===== src/wtbtm_pkg.sv =====
// Constants for the wake-up timer, battery monitor and temperature sensor block.
// ==========================================================================
// Overview of operation
// RULE1: Temperature sensor powers on when ADC input is 000 or test bus selects it.
// RULE2: Host selects input 000, reference 00, range, offset enable, starts, reads result.
// RULE3: Two-bit range field picks one of four temperature scales for the sensor.
// RULE4: Offset enable clear with range 10 gives absolute kelvin test mode.
// RULE5: With digital offset enabled, the offset register is added to ADC result.
// RULE6: With trim enabled, the trim field is applied to the analog sensor.
// RULE7: Host converts result as value times LSB plus lowest range temperature.
// RULE8: Battery monitor runs only while its enable bit in register 07h is set.
// RULE9: Five-bit battery level readable while enabled; upper three bits read zero.
// RULE10: Battery code means 1.7 V plus 50 mV per count, saturating at 31.
// RULE11: Level below threshold raises the battery interrupt on irq_n when enabled.
// RULE12: Battery interrupt only after four consecutive low measurements.
// RULE13: Monitor powered once per second for about 250 us per measurement.
// RULE14: Battery monitor enabled in sleep turns on the low-frequency RC oscillator; the code keeps it off while crystal select is set.
// RULE15: Host reads both interrupt status registers to find the source.
// RULE16: Wake timer enabled at sleep entry counts period on the 32.768 kHz clock.
// RULE17: Wake period is 4 times mantissa times two to exponent over 32.768 ms.
// RULE18: A two-bit fine divider field sits beside exponent and mantissa.
// RULE19: Enabled wake interrupt on expiry drives irq_n low and leaves sleep.
// RULE20: Disabled wake interrupt: expiry does not change the operating state.
// RULE21: Sixteen-bit wake count readable at any time, high byte first.
// RULE22: Crystal select makes GPIO0 the 32 kHz crystal pin and clock source.
// RULE23: Conversion start bit clears itself at the end of conversion.
// RULE24: Wake timer restarts from zero after each expiry while enabled.
package wtbtm_pkg;
  // ==========================================================================
  // Register offsets.
  localparam logic [6:0] ADDR_IRQ_STATUS2 = 7'h04;
  localparam logic [6:0] ADDR_IRQ_ENABLE2 = 7'h06;
  localparam logic [6:0] ADDR_OP_CTRL1    = 7'h07;
  localparam logic [6:0] ADDR_ADC_CFG     = 7'h0f;
  localparam logic [6:0] ADDR_ADC_VALUE   = 7'h11;
  localparam logic [6:0] ADDR_TEMP_CTRL   = 7'h12;
  localparam logic [6:0] ADDR_TEMP_OFFS   = 7'h13;
  localparam logic [6:0] ADDR_WAKE_EXP    = 7'h14;
  localparam logic [6:0] ADDR_WAKE_MANT_H = 7'h15;
  localparam logic [6:0] ADDR_WAKE_MANT_L = 7'h16;
  localparam logic [6:0] ADDR_WAKE_CNT_H  = 7'h17;
  localparam logic [6:0] ADDR_WAKE_CNT_L  = 7'h18;
  localparam logic [6:0] ADDR_BAT_THRESH  = 7'h1a;
  localparam logic [6:0] ADDR_BAT_LEVEL   = 7'h1b;
  // ==========================================================================
  // Field positions.
  localparam int BIT_WAKE_IRQ   = 3;
  localparam int BIT_BAT_IRQ    = 2;
  localparam int BIT_BAT_EN     = 6;
  localparam int BIT_WAKE_EN    = 5;
  localparam int BIT_XTAL_SEL   = 4;
  localparam int BIT_ADC_START  = 7;
  localparam int BIT_SHIFT_EN   = 5;
  localparam int BIT_TRIM_EN    = 4;
  // ==========================================================================
  // Reset values, fixed field codes, debounce count and SPI frame length.
  localparam logic [7:0] RST_TEMP_CTRL  = 8'h20;
  localparam logic [4:0] RST_BAT_THRESH = 5'h14;
  localparam logic [1:0] RANGE_KELVIN   = 2'h2;
  localparam logic [2:0] ADC_SEL_TEMP   = 3'h0;
  localparam logic [2:0] DEBOUNCE_COUNT = 3'h4;
  localparam int SPI_FRAME_BITS = 16;
  // ==========================================================================
  // Timing.
  localparam int CLK_PERIOD_NS    = 10;
  localparam int BAT_PERIOD_US    = 1000000;
  localparam int BAT_ON_US        = 250;
  localparam int BAT_PERIOD_CYC   = BAT_PERIOD_US * 1000 / CLK_PERIOD_NS;
  localparam int BAT_ON_CYC       = BAT_ON_US * 1000 / CLK_PERIOD_NS;
  localparam int WAKE_BASE_SHIFT  = 2;
endpackage


===== src/wtbtm_wake_counter.sv =====
// Wake-up timer prescaler and mantissa counter on low-frequency ticks.
`timescale 1ns/1ns
module wtbtm_wake_counter
  import wtbtm_pkg::*;
(
  input  wire logic        core_clk_in,
  input  wire logic        resetn_in,
  input  wire logic        run_in,
  input  wire logic        tick_in,
  input  wire logic [3:0]  exp_in,
  input  wire logic [1:0]  div_in,
  input  wire logic [15:0] mant_in,
  output logic      [15:0] count_out,
  output logic             expire_out
);
  logic [17:0] pre_reg;
  logic [4:0]  shift_next;
  logic        pre_wrap;

  // The fine divider shortens the prescale span, down to one tick at the least.
  always_comb begin
    shift_next = 5'(exp_in) + 5'(WAKE_BASE_SHIFT); // RULE17
    shift_next = (shift_next > 5'(div_in)) ? shift_next - 5'(div_in) : 5'h00; // RULE18
    pre_wrap   = (pre_reg == ((18'h00001 << shift_next) - 18'h00001));
  end

  always_ff @(posedge core_clk_in or negedge resetn_in) begin
    if (!resetn_in) begin
      pre_reg    <= 18'h00000;
      count_out  <= 16'h0000;
      expire_out <= 1'b0;
    end else begin
      expire_out <= 1'b0;
      if (!run_in) begin
        pre_reg   <= 18'h00000;
        count_out <= 16'h0000;
      end else if (tick_in) begin // RULE16
        pre_reg <= pre_wrap ? 18'h00000 : pre_reg + 18'h00001;
        if (pre_wrap && mant_in != 16'h0000) begin
          if (count_out + 16'h0001 == mant_in) begin
            count_out  <= 16'h0000; // RULE24
            expire_out <= 1'b1;
          end else begin
            count_out <= count_out + 16'h0001;
          end
        end
      end
    end
  end
endmodule


===== src/wtbtm_top.sv =====
// Wake-up timer, battery monitor and temperature sensor control with SPI registers.
`timescale 1ns/1ns
module wtbtm_top
  import wtbtm_pkg::*;
#(
  parameter int BAT_PERIOD = BAT_PERIOD_CYC,
  parameter int BAT_ON     = BAT_ON_CYC
)
(
  input  wire logic       core_clk_in,
  input  wire logic       resetn_in,
  input  wire logic       sclk_in,
  input  wire logic       sel_n_in,
  input  wire logic       sdi_in,
  output logic            sdo_out,
  output logic            sdo_oe_out,
  output logic            irq_n_out,
  input  wire logic       sleep_in,
  input  wire logic       lf_rc_tick_in,
  input  wire logic       lf_xtal_in,
  input  wire logic       test_bus_temp_in,
  output logic            lf_rc_enable_out,
  output logic            gpio0_xtal_mode_out,
  output logic            wake_request_out,
  output logic            temp_sensor_on_out,
  output logic [1:0]      temp_range_out,
  output logic            temp_absolute_out,
  output logic [3:0]      temp_trim_out,
  output logic [2:0]      adc_sel_out,
  output logic [1:0]      adc_ref_out,
  output logic [1:0]      adc_gain_out,
  output logic            adc_start_out,
  input  wire logic       adc_done_in,
  input  wire logic [7:0] adc_data_in,
  output logic            bat_power_out,
  input  wire logic [4:0] bat_level_in
);
  // ==========================================================================
  // Elaboration check.
  if (BAT_ON < 1 || BAT_ON >= BAT_PERIOD) begin : g_bad_timing
    $error("Battery on-time must be at least one cycle and below the period.");
  end

  // ==========================================================================
  // Register storage.
  logic [1:0]  irq_en_reg;
  logic [1:0]  irq_stat_reg;
  logic [2:0]  op_ctrl_reg;
  logic [7:0]  adc_cfg_reg;
  logic [7:0]  adc_value_reg;
  logic [7:0]  temp_ctrl_reg;
  logic [7:0]  temp_offs_reg;
  logic [5:0]  wake_exp_reg;
  logic [15:0] wake_mant_reg;
  logic [7:0]  wake_low_snap_reg;
  logic [4:0]  bat_thresh_reg;
  logic [4:0]  bat_level_reg;
  logic bat_en;
  logic wake_en;
  logic xtal_sel;
  assign bat_en   = op_ctrl_reg[2];
  assign wake_en  = op_ctrl_reg[1];
  assign xtal_sel = op_ctrl_reg[0];

  // ==========================================================================
  // SPI slave: write flag, 7-bit address, 8 data bits, MSB first.
  logic [4:0]  bit_cnt_reg;
  logic [15:0] rx_reg;
  logic [7:0]  tx_reg;
  logic        sclk_reg;
  logic        sclk_rise;
  logic        sclk_fall;
  logic        addr_done;
  logic        wr_strobe;
  logic        rd_strobe;
  logic [6:0]  rx_addr;
  logic [7:0]  wr_data;
  logic [15:0] wake_count;
  logic        wake_expire;

  assign sclk_rise = sclk_in && !sclk_reg && !sel_n_in;
  assign sclk_fall = !sclk_in && sclk_reg && !sel_n_in;
  assign addr_done = sclk_rise && bit_cnt_reg == 5'h07;
  assign rx_addr   = {rx_reg[5:0], sdi_in};
  assign rd_strobe = addr_done && !rx_reg[6];
  assign wr_data   = {rx_reg[6:0], sdi_in};
  assign wr_strobe = sclk_rise && bit_cnt_reg == 5'(SPI_FRAME_BITS - 1) && rx_reg[14];

  function automatic logic [7:0] read_mux(input logic [6:0] a);
    case (a)
      ADDR_IRQ_STATUS2: read_mux = {4'h0, irq_stat_reg, 2'h0};
      ADDR_IRQ_ENABLE2: read_mux = {4'h0, irq_en_reg, 2'h0};
      ADDR_OP_CTRL1:    read_mux = {1'b0, op_ctrl_reg, 4'h0};
      ADDR_ADC_CFG:     read_mux = adc_cfg_reg;
      ADDR_ADC_VALUE:   read_mux = adc_value_reg;
      ADDR_TEMP_CTRL:   read_mux = temp_ctrl_reg;
      ADDR_TEMP_OFFS:   read_mux = temp_offs_reg;
      ADDR_WAKE_EXP:    read_mux = {2'h0, wake_exp_reg};
      ADDR_WAKE_MANT_H: read_mux = wake_mant_reg[15:8];
      ADDR_WAKE_MANT_L: read_mux = wake_mant_reg[7:0];
      ADDR_WAKE_CNT_H:  read_mux = wake_count[15:8];
      ADDR_WAKE_CNT_L:  read_mux = wake_low_snap_reg; // RULE21
      ADDR_BAT_THRESH:  read_mux = {3'h0, bat_thresh_reg};
      ADDR_BAT_LEVEL:   read_mux = {3'h0, bat_level_reg}; // RULE9
      default:          read_mux = 8'h00;
    endcase
  endfunction

  always_ff @(posedge core_clk_in or negedge resetn_in) begin
    if (!resetn_in) begin
      sclk_reg    <= 1'b0;
      bit_cnt_reg <= 5'h00;
      rx_reg      <= 16'h0000;
      tx_reg      <= 8'h00;
      sdo_out     <= 1'b0;
      sdo_oe_out  <= 1'b0;
    end else begin
      sclk_reg   <= sclk_in;
      sdo_oe_out <= !sel_n_in;
      if (sel_n_in) begin
        bit_cnt_reg <= 5'h00;
        sdo_out     <= 1'b0;
      end else begin
        if (sclk_rise) begin
          rx_reg <= {rx_reg[14:0], sdi_in};
          if (bit_cnt_reg != 5'(SPI_FRAME_BITS)) begin
            bit_cnt_reg <= bit_cnt_reg + 5'h01;
          end
        end
        if (rd_strobe) begin
          tx_reg <= read_mux(rx_addr);
        end else if (sclk_fall && bit_cnt_reg >= 5'h08) begin
          sdo_out <= tx_reg[7];
          tx_reg  <= {tx_reg[6:0], 1'b0};
        end
      end
    end
  end

  // Reading the high count byte freezes the low byte so the pair is coherent.
  always_ff @(posedge core_clk_in or negedge resetn_in) begin
    if (!resetn_in) begin
      wake_low_snap_reg <= 8'h00;
    end else if (rd_strobe && rx_addr == ADDR_WAKE_CNT_H) begin
      wake_low_snap_reg <= wake_count[7:0]; // RULE21
    end
  end

  // ==========================================================================
  // Writable configuration.
  always_ff @(posedge core_clk_in or negedge resetn_in) begin
    if (!resetn_in) begin
      irq_en_reg     <= 2'h0;
      op_ctrl_reg    <= 3'h0;
      temp_ctrl_reg  <= RST_TEMP_CTRL;
      temp_offs_reg  <= 8'h00;
      wake_exp_reg   <= 6'h00;
      wake_mant_reg  <= 16'h0000;
      bat_thresh_reg <= RST_BAT_THRESH;
    end else if (wr_strobe) begin
      case (rx_reg[13:7])
        ADDR_IRQ_ENABLE2: irq_en_reg     <= wr_data[BIT_WAKE_IRQ:BIT_BAT_IRQ];
        ADDR_OP_CTRL1:    op_ctrl_reg    <= wr_data[BIT_BAT_EN:BIT_XTAL_SEL];
        ADDR_TEMP_CTRL:   temp_ctrl_reg  <= wr_data;
        ADDR_TEMP_OFFS:   temp_offs_reg  <= wr_data;
        ADDR_WAKE_EXP:    wake_exp_reg   <= wr_data[5:0];
        ADDR_WAKE_MANT_H: wake_mant_reg  <= {wr_data, wake_mant_reg[7:0]};
        ADDR_WAKE_MANT_L: wake_mant_reg  <= {wake_mant_reg[15:8], wr_data};
        ADDR_BAT_THRESH:  bat_thresh_reg <= wr_data[4:0];
        default:          irq_en_reg     <= irq_en_reg;
      endcase
    end
  end

  // ==========================================================================
  // ADC configuration, conversion handshake and offset result.
  logic adc_busy;
  assign adc_busy = adc_cfg_reg[BIT_ADC_START];

  always_ff @(posedge core_clk_in or negedge resetn_in) begin
    if (!resetn_in) begin
      adc_cfg_reg   <= 8'h00;
      adc_start_out <= 1'b0;
      adc_value_reg <= 8'h00;
    end else begin
      adc_start_out <= 1'b0;
      if (wr_strobe && rx_reg[13:7] == ADDR_ADC_CFG) begin
        // A write cannot abort a conversion, nor hide one that ends in the same cycle.
        adc_cfg_reg   <= {(adc_busy && !adc_done_in) || (wr_data[7] && !adc_busy), wr_data[6:0]};
        adc_start_out <= wr_data[BIT_ADC_START] && !adc_busy;
      end else if (adc_busy && adc_done_in) begin
        adc_cfg_reg[BIT_ADC_START] <= 1'b0; // RULE23
      end
      if (adc_busy && adc_done_in) begin
        adc_value_reg <= temp_ctrl_reg[BIT_SHIFT_EN] ?
                         adc_data_in + temp_offs_reg : adc_data_in; // RULE5
      end
    end
  end

  // ==========================================================================
  // Temperature sensor analog controls.
  always_ff @(posedge core_clk_in or negedge resetn_in) begin
    if (!resetn_in) begin
      temp_sensor_on_out <= 1'b0;
      temp_range_out     <= 2'h0;
      temp_absolute_out  <= 1'b0;
      temp_trim_out      <= 4'h0;
      adc_sel_out        <= 3'h0;
      adc_ref_out        <= 2'h0;
      adc_gain_out       <= 2'h0;
    end else begin
      temp_sensor_on_out <= adc_cfg_reg[6:4] == ADC_SEL_TEMP || test_bus_temp_in; // RULE1
      temp_range_out     <= temp_ctrl_reg[7:6]; // RULE3
      temp_absolute_out  <= !temp_ctrl_reg[BIT_SHIFT_EN]
                            && temp_ctrl_reg[7:6] == RANGE_KELVIN; // RULE4
      temp_trim_out      <= temp_ctrl_reg[BIT_TRIM_EN] ? temp_ctrl_reg[3:0] : 4'h0; // RULE6
      adc_sel_out        <= adc_cfg_reg[6:4];
      adc_ref_out        <= adc_cfg_reg[3:2];
      adc_gain_out       <= adc_cfg_reg[1:0];
    end
  end

  // ==========================================================================
  // Battery monitor: periodic power window and debounced threshold check.
  logic [31:0] bat_cyc_reg;
  logic [2:0]  low_cnt_reg;
  logic        bat_sample;
  logic        bat_low_event;
  assign bat_sample    = bat_en && bat_cyc_reg == 32'(BAT_ON - 1);
  assign bat_low_event = bat_sample && bat_level_in < bat_thresh_reg
                         && low_cnt_reg == DEBOUNCE_COUNT - 3'h1;

  always_ff @(posedge core_clk_in or negedge resetn_in) begin
    if (!resetn_in) begin
      bat_cyc_reg   <= 32'h0000_0000;
      bat_power_out <= 1'b0;
    end else if (!bat_en) begin
      bat_cyc_reg   <= 32'h0000_0000; // RULE8
      bat_power_out <= 1'b0;
    end else begin
      bat_cyc_reg   <= (bat_cyc_reg == 32'(BAT_PERIOD - 1)) ? 32'h0000_0000
                       : bat_cyc_reg + 32'h0000_0001;
      bat_power_out <= bat_cyc_reg < 32'(BAT_ON - 1)
                       || bat_cyc_reg == 32'(BAT_PERIOD - 1); // RULE13
    end
  end

  always_ff @(posedge core_clk_in or negedge resetn_in) begin
    if (!resetn_in) begin
      bat_level_reg <= 5'h00;
      low_cnt_reg   <= 3'h0;
    end else if (!bat_en) begin
      low_cnt_reg <= 3'h0;
    end else if (bat_sample) begin
      bat_level_reg <= bat_level_in; // RULE9 RULE10
      if (bat_level_in < bat_thresh_reg) begin // RULE11
        low_cnt_reg <= (low_cnt_reg == DEBOUNCE_COUNT) ? low_cnt_reg
                       : low_cnt_reg + 3'h1; // RULE12
      end else begin
        low_cnt_reg <= 3'h0;
      end
    end
  end

  // ==========================================================================
  // Wake timer on the selected low-frequency source.
  logic xtal_reg;
  logic lf_tick;
  logic sleep_reg;
  logic wake_run_reg;
  assign lf_tick = xtal_sel ? (lf_xtal_in && !xtal_reg) : lf_rc_tick_in; // RULE22

  always_ff @(posedge core_clk_in or negedge resetn_in) begin
    if (!resetn_in) begin
      xtal_reg     <= 1'b0;
      sleep_reg    <= 1'b0;
      wake_run_reg <= 1'b0;
    end else begin
      xtal_reg  <= lf_xtal_in;
      sleep_reg <= sleep_in;
      if (!wake_en) begin
        wake_run_reg <= 1'b0;
      end else if (sleep_in && !sleep_reg) begin
        wake_run_reg <= 1'b1; // RULE16
      end
    end
  end
  wtbtm_wake_counter u_wake_counter (
    .core_clk_in (core_clk_in),
    .resetn_in   (resetn_in),
    .run_in      (wake_run_reg),
    .tick_in     (lf_tick),
    .exp_in      (wake_exp_reg[5:2]),
    .div_in      (wake_exp_reg[1:0]),
    .mant_in     (wake_mant_reg),
    .count_out   (wake_count),
    .expire_out  (wake_expire)
  );
  // ==========================================================================
  // Interrupt status, pin and sleep exit; a new event beats a clear-on-read.
  logic stat_read;
  assign stat_read = rd_strobe && rx_addr == ADDR_IRQ_STATUS2;
  always_ff @(posedge core_clk_in or negedge resetn_in) begin
    if (!resetn_in) begin
      irq_stat_reg <= 2'h0;
    end else begin
      irq_stat_reg[1] <= wake_expire || (irq_stat_reg[1] && !stat_read);
      irq_stat_reg[0] <= bat_low_event || (irq_stat_reg[0] && !stat_read); // RULE12
    end
  end

  always_ff @(posedge core_clk_in or negedge resetn_in) begin
    if (!resetn_in) begin
      irq_n_out           <= 1'b1;
      wake_request_out    <= 1'b0;
      lf_rc_enable_out    <= 1'b0;
      gpio0_xtal_mode_out <= 1'b0;
    end else begin
      irq_n_out <= !(|(irq_stat_reg & irq_en_reg)); // RULE11 RULE19
      if (wake_expire && irq_en_reg[1]) begin
        wake_request_out <= 1'b1; // RULE19
      end else if (!sleep_in) begin
        wake_request_out <= 1'b0; // RULE20
      end
      lf_rc_enable_out    <= sleep_in && !xtal_sel && (bat_en || wake_en); // RULE14
      gpio0_xtal_mode_out <= xtal_sel; // RULE22
    end
  end
endmodule


===== config.mk =====
export PLATFORM = sky130hd
export DESIGN_NAME = wtbtm_top
export DESIGN_NICKNAME = d
export VERILOG_FILES = /design/src/wtbtm_pkg.sv /design/src/wtbtm_wake_counter.sv /design/src/wtbtm_top.sv
export SDC_FILE = /design/constraint.sdc
export NUM_CORES = 1
export LEC_CHECK = 0
export ABC_AREA = 0
export BUFFER_PORTS_ARGS = -buffer_cell sky130_fd_sc_hd__buf_2
export CAP_MARGIN = 0
export CORE_MARGIN = 2
export CORE_UTILIZATION = 34
export DETAILED_ROUTE_END_ITERATION = 10
export HOLD_SLACK_MARGIN = 0.03
export MAX_ROUTING_LAYER = met4
export PLACE_DENSITY = 0.61
export REMOVE_ABC_BUFFERS = 1
export SLEW_MARGIN = 20
export SYNTH_ARGS = -nofsm -noshare
export SYNTH_HDL_FRONTEND = slang
export SYNTH_SLANG_ARGS = --single-unit
export TNS_END_PERCENT = 30

===== constraint.sdc =====
create_clock -name core_clk_in -period 9.35 [get_ports core_clk_in]
set_clock_uncertainty 0.1 [all_clocks]
set_input_delay 0.4675 -clock core_clk_in [delete_from_list [all_inputs] [get_ports core_clk_in]]
set_output_delay 0.4675 -clock core_clk_in [all_outputs]
set_load 0.005 [all_outputs]

==> metrics, run 1 <==
status completed; Max-Cap Viols 0; ys flop type dfrtp_1; Mapped Cells roughly 1200; area of the core between 0.03 and 0.04 mm^2; hold wc startpoint test_bus_temp_in; Worst R2R Start wake_exp_reg[3]; Final setup viols 0; Clock Sink Count 204; number of nets in the layout between 1000 and 1500; CTS buffer count 24; Yosys cell types 90; Arr. time, crit path roughly 5.8 ns; dominant cell type by area after synthesis dfrtp_1; I/O Buffers 45; Synth top area share 0.426; DRC 0; post-synthesis simple-gate area fraction 0.202; total number of H-tree levels 1; Post-synth EDFFs 0; CTS resizes 0; hold buffers post-CTS 3; post-route ant nets 0; TritonCTS clock tree yes; Clock Latency Late Sink roughly 0.53 ns; FFs w/ async S/R, synth 1.00; XOR/XNOR Fraction of Synth Area 0.0566; Startpoint Class flip-flop; period utilisation layout 0.590; Final Critical Period 5.52 ns; Syn Area/Cell approximately 9.9 um^2; WL per Instance between 15 and 20 um; Reg2Reg Setup Slack between 3 and 4 ns; # IOs 46; # diodes 0; final hold violation count 0; DR pass1 iterations 6; Power per Cell Area ~160 mW/mm^2; LEAKAGE between 0.005 and 0.006 uW; first-pass GRT wire length between 40 and 50 mm; Routed WL ~29 mm; DR vias/cell around 5.5; setup TNS 0 ns; max FFs per register 32; mux contribution to synthesized area 0.0976; initial antenna violation count 0; Crit Path Class flip-flop to flip-flop; Worst Hold Class primary input to flip-flop; VDD IR-drop max around 0.12 mV; slew at the pin with the worst max-slew slack between 0.9 and 1 ns; Root Buffer clkbuf_16; row count 68; Synth top cells by count dfrtp_1, nand2_1, nor2_1, mux2_2, o21ai_0; total congestion overflow 0; worst hold endpoint temp_sensor_on_out; post-detail-place hpwl about 20 mm; crit path max fanout 20; 1st-iter DRT viols ~670; synth warn 0; main combinational cell family by area after synthesis simple AND/OR/NAND/NOR gates; Multi-input gate area between 0.006 and 0.007 mm^2; Vert. Die Dim roughly 190 um; vias in the first global route ~9000; RSZ-0062 raised after global routing false; Yosys reg bits roughly 200; DIE AREA ~0.036 mm^2; dpl cell area between 0.01 and 0.015 mm^2; Area Growth Syn to Fin 12.3%; Die X ~190 um; post-synthesis sequential area ratio 0.435; crit end category flip-flop; Synth Area in Adders 0.0290; final instance area 0.0132 mm^2; starting density of the core 0.343; Clock Path Buffers 3; Slew Limit Fails 0; fillers about 3400; number of post-CTS setup repair buffers 0; DR vias between 9000 and 10000; Compound-Gate Fraction of Synth Area 0.143; Peak Freq 181 MHz; most frequent cell after synthesis dfrtp_1; Max-Slew Margin vs Limit 0.363; largest net degree at the start of global routing 125; WHS Path Cells 2; Routability Congestion 0.887; R2R cell count 15; Worst-path clk slew roughly 0.060 ns; reg-to-reg endpoint u_wake_counter.count_out[6]; Synth area leaders dfrtp_1, mux2_2, nand2_1; Mapped Area approximately 0.012 mm^2; Storage cell area 0.00511 mm^2; layout cells sized above 1 0.178; Data required, critical path 9.67 ns; GRT Overall Usage 0.165
[area by class of cell]
class	count	share of cell area
clock inverter	10	0.00805
timing repair buffer	59	0.0282
multi-input combinational	875	0.471
tap	455	0.0431
sequential	204	0.387
inverter	42	0.0119
clock buffer	32	0.0509
[metal layers]
metal	GRT usage	routed length, um	up-vias
li1	-	-	4331
met1	0.221	13200	4553
met2	0.266	13700	238
met3	0.0236	1420	41
met4	0.0364	435	0
met5	-	0	-
[critical path: stages, from the launching register on]
cell	delay, ns
dfrtp_1	0.48
ha_1	0.78
inv_1	0.15
o2111ai_2	0.18
or2_0	0.39
nand2_1	0.14
or4_1	0.49
ha_1	0.30
xnor2_1	0.18
or4_1	0.41
a21o_1	0.20
a2111o_1	0.29
nor3_2	0.23
nand4_1	0.45
nand3b_4	0.40
o41ai_2	0.24
[per-stage QoR]
stage	setup slack, ns	hold slack, ns	std cells	total power [uW]	utilization
final	3.83	0.0519	1677	2050	0.385
after floorplan	4.47	0.0719	1121	1050	-
after global placement	4.03	0.298	1630	1130	0.360
after CTS	3.84	0.0436	1675	2070	0.384
after detailed placement	3.84	0.298	1630	1140	0.360
after global routing	3.45	0.0484	1677	2140	0.385
[where the power goes]
part	leakage [uW]	switching, uW	total, uW	internal, uW
Combinational	0.00276	77.3	132	54.3
Clock	0.000385	368	926	558
Sequential	0.00275	82.5	994	911
Total	0.00589	528	2050	1520
[logic make-up (layout without fill, tap and decap cells)]
family / count (synthesis) / in the layout
compound gates: 231 / 231
buf+inv: 103 / 143
xor+xnor: 76 / 76
simple gates: 443 / 443
mux: 99 / 99
fa+ha+maj: 26 / 26
flops: 204 / 204
[worst max path at each step]
stage,slack (ns),startpoint,endpoint,cells past startpoint
finish,3.83,wake_exp_reg[3],u_wake_counter.count_out[6],15
global route,3.45,wake_exp_reg[3],u_wake_counter.count_out[12],15
CTS,3.84,wake_exp_reg[3],u_wake_counter.count_out[6],15
detailed placement,3.84,wake_exp_reg[3],u_wake_counter.count_out[6],15
global placement,4.03,wake_exp_reg[3],u_wake_counter.pre_reg[16],15
floorplan,4.47,wake_exp_reg[3],u_wake_counter.pre_reg[16],15
[cells in the final DEF, fill, tap and decap left out, types with 25 or more instances in the layout]
| cell | n |
|---|---|
| o21ai_0 | 52 |
| and3_1 | 26 |
| nand2_1 | 115 |
| xnor2_1 | 44 |
| mux2_2 | 75 |
| nand4_1 | 26 |
| xor2_1 | 32 |
| nand3_1 | 45 |
| inv_1 | 42 |
| buf_2 | 44 |
| clkbuf_16 | 25 |
| dfrtp_1 | 200 |
| nor2_1 | 84 |
| a21oi_1 | 28 |
Power figures use the tool's default switching activity.
==> run 2: changes to the inputs <==
==> constraint.sdc (replaced) <==
create_clock -name core_clk_in -period 5.3 [get_ports core_clk_in]
set_clock_uncertainty 0.1 [all_clocks]
set_input_delay 0.265 -clock core_clk_in [delete_from_list [all_inputs] [get_ports core_clk_in]]
set_output_delay 0.265 -clock core_clk_in [all_outputs]
set_load 0.005 [all_outputs]
==> run 2 against run 1 <==
Net effect: fmax grew 12%; combinational power grew 82%; critical path depth grew 1; wire length grew 0.85%; flip-flop and latch count is the same; power grew 78%; final area grew 1.5%; sequential share of layout area shrank 0.58 points; sequential power grew 76%; register-to-register slack lost 3.5 ns; clock power grew 79%; die area is the same; largest power group unchanged; highest routed layer unchanged.
==> metrics, run 2 (same netlist as run 1, synthesis figures left out) <==
status completed; Comb pwr share 0.066; layout cells sized above 1 0.179; Clock Latency Late Sink 0.52 ns; Slew Limit Fails 0; switch share 0.253; Final Critical Period 4.94 ns; GRT Overall Usage 0.167; sequential power share 0.480; Startpoint Class flip-flop; Die X approximately 190 um; largest net degree at the start of global routing 113; area of the core ~0.034 mm^2; total congestion overflow 0; 1st-iter DRT viols just over 700; hold wc startpoint adc_data_in[1]; Power per Cell Area approximately 270 mW/mm^2; Arr. time, crit path 5.22 ns; DR pass1 iterations 5; DIE AREA between 0.03 and 0.04 mm^2; switching power about 930 uW; Area Growth Syn to Fin 14.1%; WL per Instance about 17 um; Worst-path clk slew roughly 0.06 ns; post-route ant nets 0; Max-Cap Viols 0; post-detail-place hpwl between 20 and 25 mm; setup TNS 0 ns; number of nets in the layout between 1000 and 1500; vias in the first global route roughly 9000; Routability Congestion a little over 0.9; total number of H-tree levels 1; Worst Hold Class primary input to flip-flop; # diodes 0; Clock Path Buffers 3; VDD IR-drop max about 0.24 mV; final hold violation count 0; dpl cell area between 0.01 and 0.015 mm^2; Routed WL just under 30 mm; DR vias/cell approximately 5.4; TritonCTS clock tree yes; crit path from wake_exp_reg[3]; slew at the pin with the worst max-slew slack 1.01 ns; LEAKAGE roughly 0.0060 uW; RSZ-0062 raised after global routing false; I/O Buffers 45; DR vias 9190; Crit Path Class flip-flop to flip-flop; row count slightly below 70; most common cell after layout, fill and taps aside dfrtp_1; final instance area 0.0134 mm^2; Max-Slew Margin vs Limit 0.320; starting density of the core 0.343; Peak Freq about 200 MHz; CTS buffer count 24; DRC 0; Final setup viols 0; most frequent cells in the layout dfrtp_1, nand2_1, nor2_1; Clock power frac 0.455; period utilisation layout 0.931; max FFs per register 32; # IOs between 40 and 50; internal power between 2000 and 3000 uW; crit end category flip-flop; Root Buffer clkbuf_16; first-pass GRT wire length approximately 48 mm; Worst R2R Start wake_exp_reg[3]; Clock Sink Count slightly above 200; Data required, critical path around 5.6 ns; Vert. Die Dim 190 um; Final Util 0.391; crit path max fanout 11; initial antenna violation count 0
run 2: changes by cell type in the layout (fill, tap and decap cells not counted), moves of 2 or more:
cell and change:
buf_4 +7, clkbuf_1 +2, clkbuf_8 +2, clkinv_2 -2, dlygate4sd3_1 +15
run 2: final timing paths:
check	cells after the start	to	slack [ns]
min in group asynchronous	2	bat_cyc_reg[12]	0.29
setup reg to reg	16	u_wake_counter.count_out[6]	0.36
hold reg to reg	0	adc_ref_out[1]	0.34
max in group asynchronous	3	adc_value_reg[5]	3.59
setup / recovery	16	u_wake_counter.count_out[6]	0.36
hold / removal	4	adc_value_reg[1]	0.1
run 2: what timing repair did:
action,CTS,global route
endpoints found under the hold margin,134,0
hold buffers,19,0
buffers inserted,0,0
gates resized for setup,0,0
run 2: stage by stage:
step / setup slack, ns / hold WS, ns / power, uW / cells
floorplan: 0.424 / -0.131 / 1850 / 1121
global placement: 0.506 / 0.292 / 2000 / 1637
detailed placement: 0.401 / 0.299 / 2000 / 1637
CTS: 0.363 / 0.0848 / 3680 / 1699
finish: 0.363 / 0.0964 / 3650 / 1699
global route: 0.0299 / 0.137 / 3790 / 1699
run 2: final cells by class:
type / instances / area, um^2
clock buffers: 36 / 707
clock inverters: 7 / 88.8
fillers: 3349 / 20900
inverters: 42 / 158
multi-input cells: 875 / 6220
flip-flops and latches: 204 / 5110
well taps: 455 / 569
repair buffers: 80 / 557
run 2: worst max-delay path, stage by stage, from the launching register on:
cell and delay [ns]:
dfrtp_1 0.52, ha_1 0.42, nor2_1 0.12, a21oi_2 0.48, or2_0 0.22, nand2_1 0.08
or4_1 0.48, ha_1 0.30, xnor2_1 0.19, or4_1 0.41, a21o_1 0.20, a2111o_1 0.30
nor3_2 0.22, nand4_1 0.19, buf_4 0.22, o211ai_1 0.22, o41ai_2 0.11
run 2: power by group through the flow:
| stage | Clock (uW) | Sequential (uW) | Combinational, uW |
|---|---|---|---|
| global route | 1760 | 1760 | 269 |
| detailed placement | 0 | 1770 | 230 |
| finish | 1660 | 1750 | 240 |
| CTS | 1700 | 1740 | 243 |
| floorplan | 0 | 1710 | 133 |
| global placement | 0 | 1770 | 225 |
run 2: metal layers:
metal,part of all wire,global-route usage,vias to the layer above
met5,0,-,-
met4,0.022,0.0447,0
met3,0.053,0.0234,56
met2,0.47,0.262,251
met1,0.46,0.226,4507
li1,-,-,4376
==> run 3: changes to the inputs <==
--- a/config.mk
+++ b/config.mk
@@ -14,7 +14,6 @@
 export HOLD_SLACK_MARGIN = 0.03
 export MAX_ROUTING_LAYER = met4
 export PLACE_DENSITY = 0.61
-export REMOVE_ABC_BUFFERS = 1
 export SLEW_MARGIN = 20
 export SYNTH_ARGS = -nofsm -noshare
 export SYNTH_HDL_FRONTEND = slang
==> run 3 against run 2 <==
Net effect: combinational power rose by 5%; power increased by 0.13%; wire length rose by 4.0%; sequential power about the same; core utilization increased by 0.13 points; setup slack better by 0.0055 ns; critical path depth up 1; non-clock buffer count rose by 1; clock power hardly changed; die area did not move; cell count rose by 0.12%.
==> metrics, run 3 (same netlist as run 1, synthesis figures left out) <==
status completed; Worst Hold Class primary input to asynchronous set/reset pin; slew at the pin with the worst max-slew slack between 0.9 and 1 ns; post-detail-place hpwl ~21 mm; number of nets in the layout 1277; VDD IR-drop max 0.214 mV; critical path's slowest cell or4_1; Root Buffer clkbuf_16; DR vias between 9000 and 10000; Storage cell area 0.00511 mm^2; RSZ-0062 raised after global routing false; # IOs 46; TritonCTS clock tree yes; CP Buf/Inv Count 2; max FFs per register 32; row count between 60 and 70; first-pass GRT wire length just under 50 mm; total congestion overflow 0; I/O Buffers 45; initial antenna violation count 0; Final Util 0.392; setup TNS 0 ns; layout cells sized above 1 0.185; Routability Congestion between 0.8 and 0.9; Vert. Die Dim around 190 um; LEAKAGE between 0.005 and 0.006 uW; period utilisation layout 0.930; most frequent cells in the layout dfrtp_1, nand2_1, nor2_1; Clock Latency Late Sink 0.53 ns; Startpoint Class flip-flop; vias in the first global route ~8900; DR pass1 iterations 5; total number of H-tree levels 1; Tot Pwr 3660 uW; crit path max fanout 10; Clock Sink Count roughly 200; starting density of the core 0.343; Max-Cap Viols 0; Mapped Nets 1231; Die X between 150 and 200 um; CP cell instances inv_1 > ha_1 > nor2b_1 > o2111ai_2 > or2_0 > nand2_1 > or4_1 > ha_1 > xnor2_1 > or4_1 > a21o_1 > a2111o_1 > nor3_2 > nand4_1 > buf_4 > nand3b_4 > o31ai_1; DRC 0; cell count after placement 1637; WL per Instance around 18 um; filler-free cell count of the finished design 1701; Critical Path Max Stage Delay 0.49 ns; reg-to-reg endpoint u_wake_counter.count_out[12]; Arr. time, crit path approximately 5.3 ns; CTS buffer count 24; R2R cell count 17; largest net degree at the start of global routing between 150 and 200; Max-Slew Margin vs Limit 0.359; Final setup viols 0; final instance area roughly 0.013 mm^2; Peak Freq between 200 and 250 MHz; most common cell after layout, fill and taps aside dfrtp_1; Multi-input gate area 0.00623 mm^2; Slew Limit Fails 0; area of the core about 0.034 mm^2; Reg2Reg Setup Slack between 0.3 and 0.4 ns; 1st-iter DRT viols ~700; Final Critical Period between 4 and 5 ns; GRT Overall Usage 0.174; fillers 3327; post-route ant nets 0; DIE AREA between 0.03 and 0.04 mm^2; crit-path leading delay family simple AND/OR/NAND/NOR gates; Power per Cell Area around 270 mW/mm^2; Clock Path Buffers 3; Worst R2R Start wake_exp_reg[3]; DR vias/cell about 5.5; crit end category flip-flop; Crit Path Class flip-flop to flip-flop; Routed WL approximately 30 mm; final hold violation count 0; Area Growth Syn to Fin 14.4%; Worst-path clk slew roughly 0.06 ns; Data required, critical path about 5.6 ns; dpl cell area roughly 0.012 mm^2
## run 3: cell types whose count changed in the layout (fill, tap and decap cells not counted), sizes merged
cell	before	now
diode	0	1
inv	42	44
buf	60	62
clkbuf	37	36
clkinv	5	3
bufinv	2	1
clkinvlp	0	1
## run 3: area by class of cell
class	instances	share of cell area
multi-input cells	875	0.463
flip-flops and latches	204	0.380
clock buffers	36	0.0532
inverters	42	0.0117
repair buffers	81	0.0435
well taps	455	0.0423
diodes	1	0.000186
clock inverters	7	0.00605
## run 3: per-stage QoR
step           worst slack (ns)  hold WS, ns
5_1_grt                  0.0308       0.0796
4_1_cts                   0.259       0.0594
3_5_place_dp              0.278      0.00245
6_report                  0.369       0.0653
2_1_floorplan             0.660       -0.131
3_3_place_gp              0.395      0.00347
## run 3: layer usage
metal / vias up / share of wire / GRT usage
met2: 255 / 0.44 / 0.251
met3: 46 / 0.055 / 0.0271
met4: 0 / 0.018 / 0.0382
met5: - / 0 / -
li1: 4378 / - / -
met1: 4659 / 0.49 / 0.256
## run 3: how the worst max path moves through the flow
stage / startpoint / endpoint / slack (ns) / depth (start not counted)
global placement: wake_exp_reg[2] / u_wake_counter.pre_reg[16] / 0.40 / 18
floorplan: wake_exp_reg[3] / u_wake_counter.pre_reg[16] / 0.66 / 19
detailed placement: wake_exp_reg[2] / u_wake_counter.pre_reg[16] / 0.28 / 18
finish: wake_exp_reg[3] / u_wake_counter.count_out[12] / 0.37 / 17
global route: wake_exp_reg[3] / u_wake_counter.count_out[9] / 0.03 / 17
CTS: wake_exp_reg[2] / u_wake_counter.count_out[9] / 0.26 / 18
## run 3: report_power, final
group	leakage [uW]	switching [uW]	internal [uW]	total, uW
combinational	0.00285	147	104	251
sequential	0.00275	140	1610	1750
clock	0.000390	674	984	1660
total	0.00599	960	2690	3660
## run 3: timing repair
| action | in CTS | in global routing |
|---|---|---|
| hold buffers | 19 | 0 |
| endpoints found under the setup margin | 0 | 22 |
| resized for setup | 0 | 3 |
| endpoints found under the hold margin | 45 | 0 |
| setup buffers | 0 | 0 |
